[src/dac_load_pkg.sv]
// constants for the serial converter load controller
package dac_load_pkg;
  localparam int          CODE_W      = 12;
  localparam int          FIFO_DEPTH  = 8;
  localparam logic [11:0] CODE_ZERO   = 12'h000;
  localparam logic [11:0] CODE_FULL   = 12'hFFF;
  localparam int          UV_PER_STEP = 1000;
  localparam int          MV_W        = 13;
  localparam int          SYNC_STAGES = 2;
endpackage

[src/serial_dac_load_control.sv]
// serial input register, load latch and clear for a 12-bit converter
`timescale 1ns/1ps
module serial_dac_load_control (
  input  wire logic        clk,
  input  wire logic        reset_n,
  input  wire logic        shiftClk,
  input  wire logic        select_n,
  input  wire logic        serial_data_in,
  input  wire logic        load_strobe_n,
  input  wire logic        clear_n,
  output logic      [11:0] dacCode,
  output logic      [12:0] outputMv,
  output logic             codeUpdate,
  output logic      [11:0] codeStream,
  output logic             codeStreamValid,
  input  wire logic        codeStreamReady,
  output logic             overflow
);
  localparam int W = dac_load_pkg::CODE_W;

  logic [4:0] pins;
  logic [4:0] pinsS;
  logic       sclkS;
  logic       selS_n;
  logic       dinS;
  logic       loadS_n;
  logic       clrS_n;

  // every pin passes two flops before any logic looks at it
  sync_2ff #(
    .W (5)
  ) u_sync (
    .clk     (clk),
    .reset_n (reset_n),
    .asyncIn (pins),
    .syncOut (pinsS)
  );

  assign pins    = {shiftClk, select_n, serial_data_in,
                    load_strobe_n, clear_n};
  assign sclkS   = pinsS[4];
  assign selS_n  = pinsS[3];
  assign dinS    = pinsS[2];
  assign loadS_n = pinsS[1];
  assign clrS_n  = pinsS[0];

  // previous synchronised levels for edge detection
  logic       sclkPrev_q;
  logic       sclkPrev_d;
  logic       selPrev_q;
  logic       selPrev_d;
  logic       shiftEdge;

  // serial shift register, separate from the converter register
  logic [W-1:0] shift_q;
  logic [W-1:0] shift_d;

  // converter register
  logic [W-1:0] dac_q;
  logic [W-1:0] dac_d;
  logic [12:0]  mv_q;
  logic [12:0]  mv_d;
  logic         upd_q;
  logic         upd_d;
  logic         ovf_q;
  logic         ovf_d;

  // fifo feed of every new converter code
  logic         fifoInReady;
  logic         fifoOutValid;
  logic [W-1:0] fifoOutData;
  logic         fifoOutReady;
  logic         pushCode;

  // holding stage in front of the stream ports, so they leave on flops;
  // it adds one slot, so nine codes can wait before one is dropped
  logic [W-1:0] head_q;
  logic [W-1:0] head_d;
  logic         headValid_q;
  logic         headValid_d;
  logic         headTake;
  logic         headLeave;

  // edge detection on the synchronised shift clock and select
  always_comb begin
    sclkPrev_d = sclkS;
    selPrev_d  = selS_n;
    // select and clock act alike: either rising while the other is low
    shiftEdge = (sclkS && !sclkPrev_q && !selS_n) ||
                (selS_n && !selPrev_q && !sclkS);
  end

  always_ff @(posedge clk or negedge reset_n) begin
    if (!reset_n) begin
      sclkPrev_q <= 1'b0;
      selPrev_q  <= 1'b1;
    end else begin
      sclkPrev_q <= sclkPrev_d;
      selPrev_q  <= selPrev_d;
    end
  end

  // serial shift register
  always_comb begin
    shift_d = shift_q;
    if (shiftEdge) begin
      // oldest bit drops off the top, new bit enters at the bottom
      shift_d = {shift_q[W-2:0], dinS};
    end
  end

  always_ff @(posedge clk or negedge reset_n) begin
    if (!reset_n) begin
      shift_q <= dac_load_pkg::CODE_ZERO;
    end else begin
      shift_q <= shift_d;
    end
  end

  // converter register
  always_comb begin
    dac_d = dac_q;
    if (!clrS_n) begin
      // clear wins over load; rising clear with load high leaves zeros held
      dac_d = dac_load_pkg::CODE_ZERO;
    end else if (!loadS_n) begin
      // transparent while low; shifting under a low strobe would leak
      // partial data onto the output, which the host must avoid
      dac_d = shift_q;
    end
  end

  always_ff @(posedge clk or negedge reset_n) begin
    if (!reset_n) begin
      dac_q <= dac_load_pkg::CODE_ZERO;
    end else begin
      dac_q <= dac_d;
    end
  end

  // millivolt output
  always_comb begin
    // one code step is one millivolt, so the code is the millivolt figure
    mv_d = {1'b0, dac_d};
  end

  always_ff @(posedge clk or negedge reset_n) begin
    if (!reset_n) begin
      mv_q <= '0;
    end else begin
      mv_q <= mv_d;
    end
  end

  // one-cycle pulse on every change of the converter code
  always_comb begin
    upd_d = (dac_d != dac_q);
  end

  always_ff @(posedge clk or negedge reset_n) begin
    if (!reset_n) begin
      upd_q <= 1'b0;
    end else begin
      upd_q <= upd_d;
    end
  end

  // overflow flag
  always_comb begin
    pushCode = upd_q;
    // sticky until reset, so the consumer never misses a lost code
    ovf_d    = ovf_q || (pushCode && !fifoInReady);
  end

  always_ff @(posedge clk or negedge reset_n) begin
    if (!reset_n) begin
      ovf_q <= 1'b0;
    end else begin
      ovf_q <= ovf_d;
    end
  end

  // a full fifo drops the code and raises the sticky overflow flag;
  // the converter register itself can never be held back
  sync_fifo #(
    .WIDTH (W),
    .DEPTH (dac_load_pkg::FIFO_DEPTH)
  ) u_fifo (
    .clk      (clk),
    .reset_n  (reset_n),
    .inData   (dac_q),
    .inValid  (pushCode),
    .inReady  (fifoInReady),
    .outData  (fifoOutData),
    .outValid (fifoOutValid),
    .outReady (fifoOutReady)
  );

  // holding stage refills from the fifo whenever it is empty or taken
  always_comb begin
    headLeave    = headValid_q && codeStreamReady;
    fifoOutReady = !headValid_q || codeStreamReady;
    headTake     = fifoOutReady && fifoOutValid;
    head_d       = head_q;
    headValid_d  = headValid_q;
    if (headTake) begin
      head_d      = fifoOutData;
      headValid_d = 1'b1;
    end else if (headLeave) begin
      headValid_d = 1'b0;
    end
  end

  always_ff @(posedge clk or negedge reset_n) begin
    if (!reset_n) begin
      head_q      <= dac_load_pkg::CODE_ZERO;
      headValid_q <= 1'b0;
    end else begin
      head_q      <= head_d;
      headValid_q <= headValid_d;
    end
  end

  assign dacCode         = dac_q;
  assign outputMv        = mv_q;
  assign codeUpdate      = upd_q;
  assign codeStream      = head_q;
  assign codeStreamValid = headValid_q;
  assign overflow        = ovf_q;
endmodule

[src/sync_2ff.sv]
// two-flop synchroniser for a vector of pin levels
`timescale 1ns/1ps
module sync_2ff #(
  parameter int W = 1
) (
  input  wire logic         clk,
  input  wire logic         reset_n,
  input  wire logic [W-1:0] asyncIn,
  output logic      [W-1:0] syncOut
);
  logic [W-1:0] meta_q;
  logic [W-1:0] meta_d;
  logic [W-1:0] sync_q;
  logic [W-1:0] sync_d;

  always_comb begin
    meta_d = asyncIn;
    sync_d = meta_q;
  end

  always_ff @(posedge clk or negedge reset_n) begin
    if (!reset_n) begin
      meta_q <= '0;
      sync_q <= '0;
    end else begin
      meta_q <= meta_d;
      sync_q <= sync_d;
    end
  end

  assign syncOut = sync_q;
endmodule

[src/sync_fifo.sv]
// small synchronous fifo with valid/ready on both sides
`timescale 1ns/1ps
module sync_fifo #(
  parameter int WIDTH = 12,
  parameter int DEPTH = 8
) (
  input  wire logic             clk,
  input  wire logic             reset_n,
  input  wire logic [WIDTH-1:0] inData,
  input  wire logic             inValid,
  output logic                  inReady,
  output logic      [WIDTH-1:0] outData,
  output logic                  outValid,
  input  wire logic             outReady
);
  localparam int AW = $clog2(DEPTH);
  logic [WIDTH-1:0] mem [DEPTH];
  logic [AW-1:0]    wr_q;
  logic [AW-1:0]    wr_d;
  logic [AW-1:0]    rd_q;
  logic [AW-1:0]    rd_d;
  logic [AW:0]      cnt_q;
  logic [AW:0]      cnt_d;
  logic             push;
  logic             pop;

  always_comb begin
    push  = inValid && inReady;
    pop   = outValid && outReady;
    wr_d  = push ? AW'(wr_q + 1'b1) : wr_q;
    rd_d  = pop ? AW'(rd_q + 1'b1) : rd_q;
    cnt_d = cnt_q;
    if (push && !pop) begin
      cnt_d = (AW+1)'(cnt_q + 1'b1);
    end else if (pop && !push) begin
      cnt_d = (AW+1)'(cnt_q - 1'b1);
    end
  end

  always_ff @(posedge clk or negedge reset_n) begin
    if (!reset_n) begin
      wr_q  <= '0;
      rd_q  <= '0;
      cnt_q <= '0;
    end else begin
      wr_q  <= wr_d;
      rd_q  <= rd_d;
      cnt_q <= cnt_d;
    end
  end

  // storage has no reset: contents are gated by the count
  always_ff @(posedge clk) begin
    if (push) begin
      mem[wr_q] <= inData;
    end
  end

  assign inReady  = (cnt_q != (AW+1)'(DEPTH));
  assign outValid = (cnt_q != '0);
  assign outData  = mem[rd_q];
endmodule

[config.mk]
export PLATFORM = sky130hd
export DESIGN_NAME = serial_dac_load_control
export DESIGN_NICKNAME = d
export VERILOG_FILES = /design/src/dac_load_pkg.sv /design/src/serial_dac_load_control.sv /design/src/sync_2ff.sv /design/src/sync_fifo.sv
export SDC_FILE = /design/constraint.sdc
export NUM_CORES = 1
export LEC_CHECK = 0
export BUFFER_PORTS_ARGS = -buffer_cell sky130_fd_sc_hd__buf_2
export CORE_ASPECT_RATIO = 1.4
export CORE_MARGIN = 2
export CORE_UTILIZATION = 60
export CTS_CLUSTER_SIZE = 25
export DETAILED_ROUTE_END_ITERATION = 16
export PLACE_DENSITY = 0.91
export SLEW_MARGIN = 20
export SYNTH_ARGS = -nofsm -noshare
export SYNTH_HDL_FRONTEND = slang
export SYNTH_HIERARCHICAL = 1
export SYNTH_SLANG_ARGS = --single-unit
[constraint.sdc]
create_clock -name clk -period 5.66 [get_ports clk]
set_input_delay 1.132 -clock clk [delete_from_list [all_inputs] [get_ports clk]]
set_output_delay 1.132 -clock clk [all_outputs]
set_load 0.005 [all_outputs]
==> results of run 1 <==
## flip-flops by register name (all words and copies together), names as in the netlist
register / flops
u_sync/meta_q: 5
u_fifo/cnt_q: 4
sclkPrev_q: 1
shift_q: 12
u_fifo/wr_q: 3
u_fifo/rd_q: 3
outputMv: 12
u_fifo/mem: 96
selPrev_q: 1
codeStreamValid: 1
codeStream: 12
codeUpdate: 1
u_sync/syncOut: 5
overflow: 1
## synthesized netlist by cell type (all sizes together)
cell	n	area [um2]
nand2	7	33.8
xnor2	6	52.6
a21o	1	7.51
clkbuf	5	18.8
dfrtp	60	1500
ha	5	62.6
fa	1	20.0
mux4	24	616
nor2b	24	165
nor4	4	25.0
nand3b	1	7.51
mux2i	13	130
o211ai	2	15.0
a2111oi	4	97.6
a21oi	3	18.8
o2111a	2	22.5
nand3	6	30.0
a2111o	1	11.3
dfstp	1	26.3
nand2b	8	50.1
nor3	5	25.0
nor2	4	15.0
or4b	1	10.0
edfxtp	96	2880
mux2	38	428
or3	1	6.26
or2b	2	15.0
inv	8	32.5
a31oi	2	12.5
or4	2	18.8
buf	22	161
a311o	1	10.0
o21ai	2	10.0
conb	1	3.75
nor3b	1	7.51
## cell families (layout without fill, tap and decap cells)
kind of cell               after synthesis  count (layout)  share of synthesized area (%)
DFF                                    157             157                           67.3
adders and majority gates                6               6                           1.26
xor gates and xnor gates                 6               6                          0.802
muxes                                   75              75                           17.9
AOI/OAI and AO/OA                       18              18                           3.13
buffers and inverters                   35              96                           3.25
and+or+nand+nor                         66              66                           6.25
other                                    1               1                         0.0573
## worst max path at each step
stage | to | from | cells past startpoint | slack, ns
4_1_cts | u_fifo/cnt_q[3]$_DFFE_PN0P_ | u_fifo/cnt_q[0]$_DFFE_PN0P_ | 9 | 2.67
3_5_place_dp | u_fifo/cnt_q[3]$_DFFE_PN0P_ | codeStreamReady | 9 | 2.41
2_1_floorplan | u_fifo/cnt_q[3]$_DFFE_PN0P_ | codeStreamReady | 8 | 2.75
6_report | u_fifo/cnt_q[3]$_DFFE_PN0P_ | u_fifo/cnt_q[0]$_DFFE_PN0P_ | 9 | 2.64
3_3_place_gp | u_fifo/cnt_q[3]$_DFFE_PN0P_ | codeStreamReady | 9 | 2.57
5_1_grt | u_fifo/cnt_q[3]$_DFFE_PN0P_ | u_fifo/cnt_q[0]$_DFFE_PN0P_ | 9 | 2.47
## placed cells by master, fill, tap and decap left out, types with 6 or more instances in the layout
cell type,count
nand2_1,6
buf_2,46
nand3_1,6
dfrtp_1,60
mux4_1,20
xnor2_1,6
clkbuf_16,17
edfxtp_1,96
mux2_2,37
nor2b_1,22
mux2i_1,13
buf_4,9
inv_1,7
nand2b_1,8
## per-stage QoR
step                cells  total power [mW]  hold slack [ns]  utilization, %  instance area (um2)
detailed placement    533              3.02            0.341            63.8                 6860
floorplan             364              2.67            0.331               -                 6550
global route          566              4.31            0.358            69.2                 7450
finish                566              4.11            0.352            69.2                 7450
global placement      533              2.93            0.332            63.8                 6860
CTS                   565              4.13            0.354            69.1                 7430
## layer usage
layer	up-vias	GRT usage (%)	wire (um)
li1	1493	-	-
met1	1700	28.1	4760
met2	153	36.5	6310
met3	30	6.43	715
met4	0	9.83	322
met5	-	0	0
## layout make-up
cell class / instances / area, um2 / share of cell area, %
clock inverters: 13 / 143 / 1.92
well taps: 141 / 176 / 2.37
repair buffers: 56 / 309 / 4.15
multi-input cells: 172 / 1940 / 26.1
clock buffers: 19 / 433 / 5.81
inverters: 8 / 32.5 / 0.437
flip-flops and latches: 157 / 4410 / 59.2
## report_power, final
group | total (mW) | internal, mW | switching, mW
Sequential | 1.87 | 1.57 | 0.293
Clock | 1.09 | 0.650 | 0.438
Combinational | 1.16 | 0.637 | 0.522
## critical path: stages, from the launching register on
cell      delay [ns]
dfrtp_1         0.46
or4b_1          0.65
nand2_4         0.19
inv_1           0.06
ha_1            0.26
inv_1           0.16
ha_1            0.32
or4_1           0.57
o211ai_1        0.11
o211ai_1        0.11
==> results.py, run 1 <==
metrics = {
    "critical_path": {
        "r2r_cells": 9,
        "path_max_fanout": 7,
        "end_kind": "flop",
        "r2r-end": "u_fifo/cnt_q[3]$_DFFE_PN0P_",
        "worst_ep_required_time_ns": 5.95,
        "regToRegStartpoint": "u_fifo/cnt_q[0]$_DFFE_PN0P_",
        "rrSetupSlack_ns": 2.64,
        "start_kind": "flop",
        "worstSetupPathType": "reg -> reg",
        "crit_arrival_ns": 3.31,
    },
    "timing": {
        "fin_crit_sh_pct": 53.3,
        "clock.fmax_ghz": 0.331,
        "fin_worst_skew_ns": 0.00634,
        "fin_setup_tns_ns": 0,
        "rsz0062_at_grt": "no",
        "hold_violations": 0,
        "final.min_clock_period_ns": 3.02,
        "drv_slew": 0,
        "setup_viol": 0,
        "relSlewSlack_pct": 32.4,
        "worst_slew_pin_slew_ns": 1.01,
        "finalWorstSetupSlack_ns": 2.64,
    },
    "drt": {
        "routed_wl_um": 12100,
        "detail_route.iter0.violations": 307,
        "drt-wirelength-per-cell_um": 21.4,
        "postRouteAntennaNets": 0,
        "drc": 0,
        "drt_first_pass_iters": 5,
        "viasPerCell": 5.96,
        "vias": 3376,
    },
    "yosys": {
        "synth_area_per_cell_um2": 18.0,
        "ys.warnings.count": 6,
        "netlist_instances": 364,
        "synth_nets": 378,
        "synth_area_um2": 6550,
        "synth_cell_types": 45,
        "synth_seq_area_share_pct": 67.3,
        "ys_ff_latch": 157,
    },
    "die": {
        "die_y_um": 128,
        "coreArea_um2": 10800,
        "die_area_um2": 11800,
        "core.rowCount": 45,
        "ios": 48,
        "start_util_pct": 60.9,
        "die_x_um": 92.3,
    },
    "global_route": {
        "first_global_vias": 3475,
        "grt_antenna_before_repair": 0,
        "gr-total-overflow": 0,
        "grt_util_all_layers_pct": 22.4,
        "grt_max_degree": 62,
        "grt_pass1_wl_um": 19200,
    },
    "clocking": {
        "post-cts-setup-buffers": 0,
        "clk_latency_ns": 0.42,
        "cts.sinks": 157,
        "cts_resized": 0,
        "clkSlewWorstSetupHoldPaths_ns": 0.06,
        "hold_buffers": 0,
        "clk_root_buffer_cell": "clkbuf_16",
        "cts_made_buffers": 17,
        "clk_path_buf_depth": 2,
        "ctsHtreeMaxLevel": 4,
        "cts_tree": "yes",
    },
    "hold_path": {
        "hp-start": "u_sync/meta_q[2]$_DFF_PN0_",
        "whs_endpoint": "u_sync/syncOut[2]$_DFF_PN0_",
        "hold_path.class": "reg -> reg",
        "holdPathStages": 0,
    },
    "cells_and_area": {
        "n_fill_cell": 644,
        "fin_nets": 426,
        "diodes": 0,
        "layout-drive-gt1-share_pct": 32.7,
        "syn_to_final_growth_pct": 13.7,
    },
    "placement": {
        "post-dp-hpwl_um": 7350,
        "dpl_worst_slack_ns": 2.41,
        "port_buffers": 46,
        "gp_congestion": 0.865,
    },
    "run": {
        "drv_cap": 0,
    },
    "power": {
        "p_leak_nw": 2.91,
        "ir_drop_mv": 0.406,
        "cellPowerDensity_nw_per_um2": 553,
    },
    "status": {
        "outcome": "finished, final reports clean",
    },
}
Note: power is estimated with default switching activity, not from simulation.
==> run 2, diff against run 1 <==
CORE_UTILIZATION = 54   (was 60)
PLACE_DENSITY = 0.88   (was 0.91)
clock period = 2.5 ns   (was 5.66 ns; I/O delays follow)
==> results.py, run 2 (same netlist as run 1, synthesis figures left out) <==
metrics = {
    "timing": {
        "clock.fmax_ghz": 0.409,
        "fin_worst_skew_ns": 0.00775,
        "final.min_clock_period_ns": 2.44,
        "worst_slew_pin_slew_ns": 0.742,
        "hold_violations": 0,
        "finalWorstSetupSlack_ns": 0.0551,
        "drv_slew": 0,
        "rsz0062_at_grt": "no",
        "fin_setup_tns_ns": 0,
        "relSlewSlack_pct": 50.4,
        "setup_viol": 0,
        "fin_crit_sh_pct": 97.8,
    },
    "placement": {
        "post-dp-hpwl_um": 7710,
        "gp_congestion": 0.861,
        "port_buffers": 46,
        "place_inst": 550,
        "dpl_worst_slack_ns": -0.00811,
        "post_dp_cell_area_um2": 6980,
    },
    "cells_and_area": {
        "fin_nets": 436,
        "layout-drive-gt1-share_pct": 35.9,
        "instances_no_fill": 582,
        "fin_area_um2": 7540,
        "diodes": 0,
        "layout_common_cells": "96 x edfxtp_1, 60 x dfrtp_1, 46 x buf_2, 37 x mux2_2, 22 x nor2b_1",
        "n_fill_cell": 759,
        "final_common_cell": "edfxtp_1",
        "syn_to_final_growth_pct": 15.1,
        "largest_reg_flops": 96,
        "regMostFlops": "u_fifo/mem",
    },
    "status": {
        "outcome": "finished, final reports clean",
    },
    "critical_path": {
        "start_kind": "flop",
        "worstSetupPathType": "reg -> reg",
        "crit_arrival_ns": 2.73,
        "path_max_fanout": 6,
        "worst_ep_required_time_ns": 2.79,
        "end_kind": "flop",
    },
    "die": {
        "die_x_um": 97.1,
        "die_y_um": 134,
        "coreArea_um2": 11800,
        "ios": 48,
        "core.rowCount": 47,
        "start_util_pct": 55.4,
        "die_area_um2": 13000,
    },
    "drt": {
        "routed_wl_um": 12100,
        "detail_route.iter0.violations": 308,
        "drc": 0,
        "drt-wirelength-per-cell_um": 20.8,
        "drt_first_pass_iters": 5,
        "viasPerCell": 5.83,
        "vias": 3393,
        "postRouteAntennaNets": 0,
    },
    "global_route": {
        "first_global_vias": 3489,
        "grt_pass1_wl_um": 19100,
        "gr-total-overflow": 0,
        "grt_max_degree": 37,
        "grt_antenna_before_repair": 0,
        "grt_util_all_layers_pct": 19.4,
    },
    "clocking": {
        "clk_latency_ns": 0.41,
        "clk_path_buf_depth": 2,
        "clk_root_buffer_cell": "clkbuf_16",
        "cts_tree": "yes",
        "ctsHtreeMaxLevel": 4,
        "cts.sinks": 157,
        "hold_buffers": 0,
        "cts_made_buffers": 17,
        "clkSlewWorstSetupHoldPaths_ns": 0.07,
    },
    "power": {
        "ir_drop_mv": 0.725,
        "p_leak_nw": 2.94,
        "cellPowerDensity_nw_per_um2": 1240,
    },
    "hold_path": {
        "hold_path.class": "in -> async",
    },
    "run": {
        "drv_cap": 0,
    },
}
run 2: changes by cell type in the layout (fill, tap and decap cells not counted), moves of 2 or more:
cell	previous run	this run
buf_4	9	19
clkinvlp_4	2	5
bufinv_16	2	0
clkinv_2	3	1
inv_1	7	5
ha_1	5	3
ha_4	0	2
inv_6	1	4
run 2: worst max-delay path: stages, from the launching register on:
cell and delay [ns]:
dfrtp_1 0.41, or4b_4 0.57, nand2_4 0.09, inv_2 0.04, ha_4 0.18, inv_4 0.08, ha_4 0.22, or4_1 0.47
o211ai_1 0.12, o211ai_1 0.13
run 2: metal layers:
layer / vias to the layer above / track usage (%) / wire [um]
li1: 1513 / - / -
met1: 1737 / 23.4 / 4740
met2: 117 / 33.3 / 6590
met3: 26 / 4.27 / 531
met4: 0 / 9.23 / 257
met5: - / 0 / 0
run 2: stage by stage:
step	hold WS (ns)	power, mW	util, %
2_1_floorplan	0.204	6.08	-
3_3_place_gp	0.333	6.82	59.0
3_5_place_dp	0.335	7.02	59.0
4_1_cts	0.0984	9.37	63.6
5_1_grt	0.123	9.82	63.8
6_report	0.0908	9.35	63.8
run 2: worst paths after layout:
path                                             start                          end  slack (ns)  cells past startpoint
min in group clk                        serial_data_in   u_sync/meta_q[2]$_DFF_PN0_        0.19                      1
max                        u_fifo/cnt_q[1]$_DFFE_PN0P_  u_fifo/cnt_q[3]$_DFFE_PN0P_        0.06                      9
min reg2reg                 u_sync/meta_q[2]$_DFF_PN0_  u_sync/syncOut[2]$_DFF_PN0_        0.35                      0
max reg2reg                u_fifo/cnt_q[1]$_DFFE_PN0P_  u_fifo/cnt_q[3]$_DFFE_PN0P_        0.06                      9
max in group asynchronous                      reset_n          selPrev_q$_DFF_PN1_        2.04                      2
min                                            reset_n   u_sync/meta_q[3]$_DFF_PN0_        0.09                      2
run 2: what timing repair did:
item,CTS,global route
endpoints found under the hold margin,0,0
pin swaps,0,0
buffers inserted,0,0
setup endpoints to repair,1,1
resized for setup,1,3
run 2: area by class of cell:
class	count	area, um2	area share (%)
clock inverters	14	113	1.49
repair buffers	66	393	5.21
clock buffers	18	429	5.69
inverters	8	35.0	0.465
multi-input cells	172	1970	26.2
well taps	147	184	2.44
flip-flops and latches	157	4410	58.5
run 2: power by group:
group	switching [mW]	internal (mW)
logic	1.33	1.59
registers	0.561	3.56
clock network	1.02	1.28
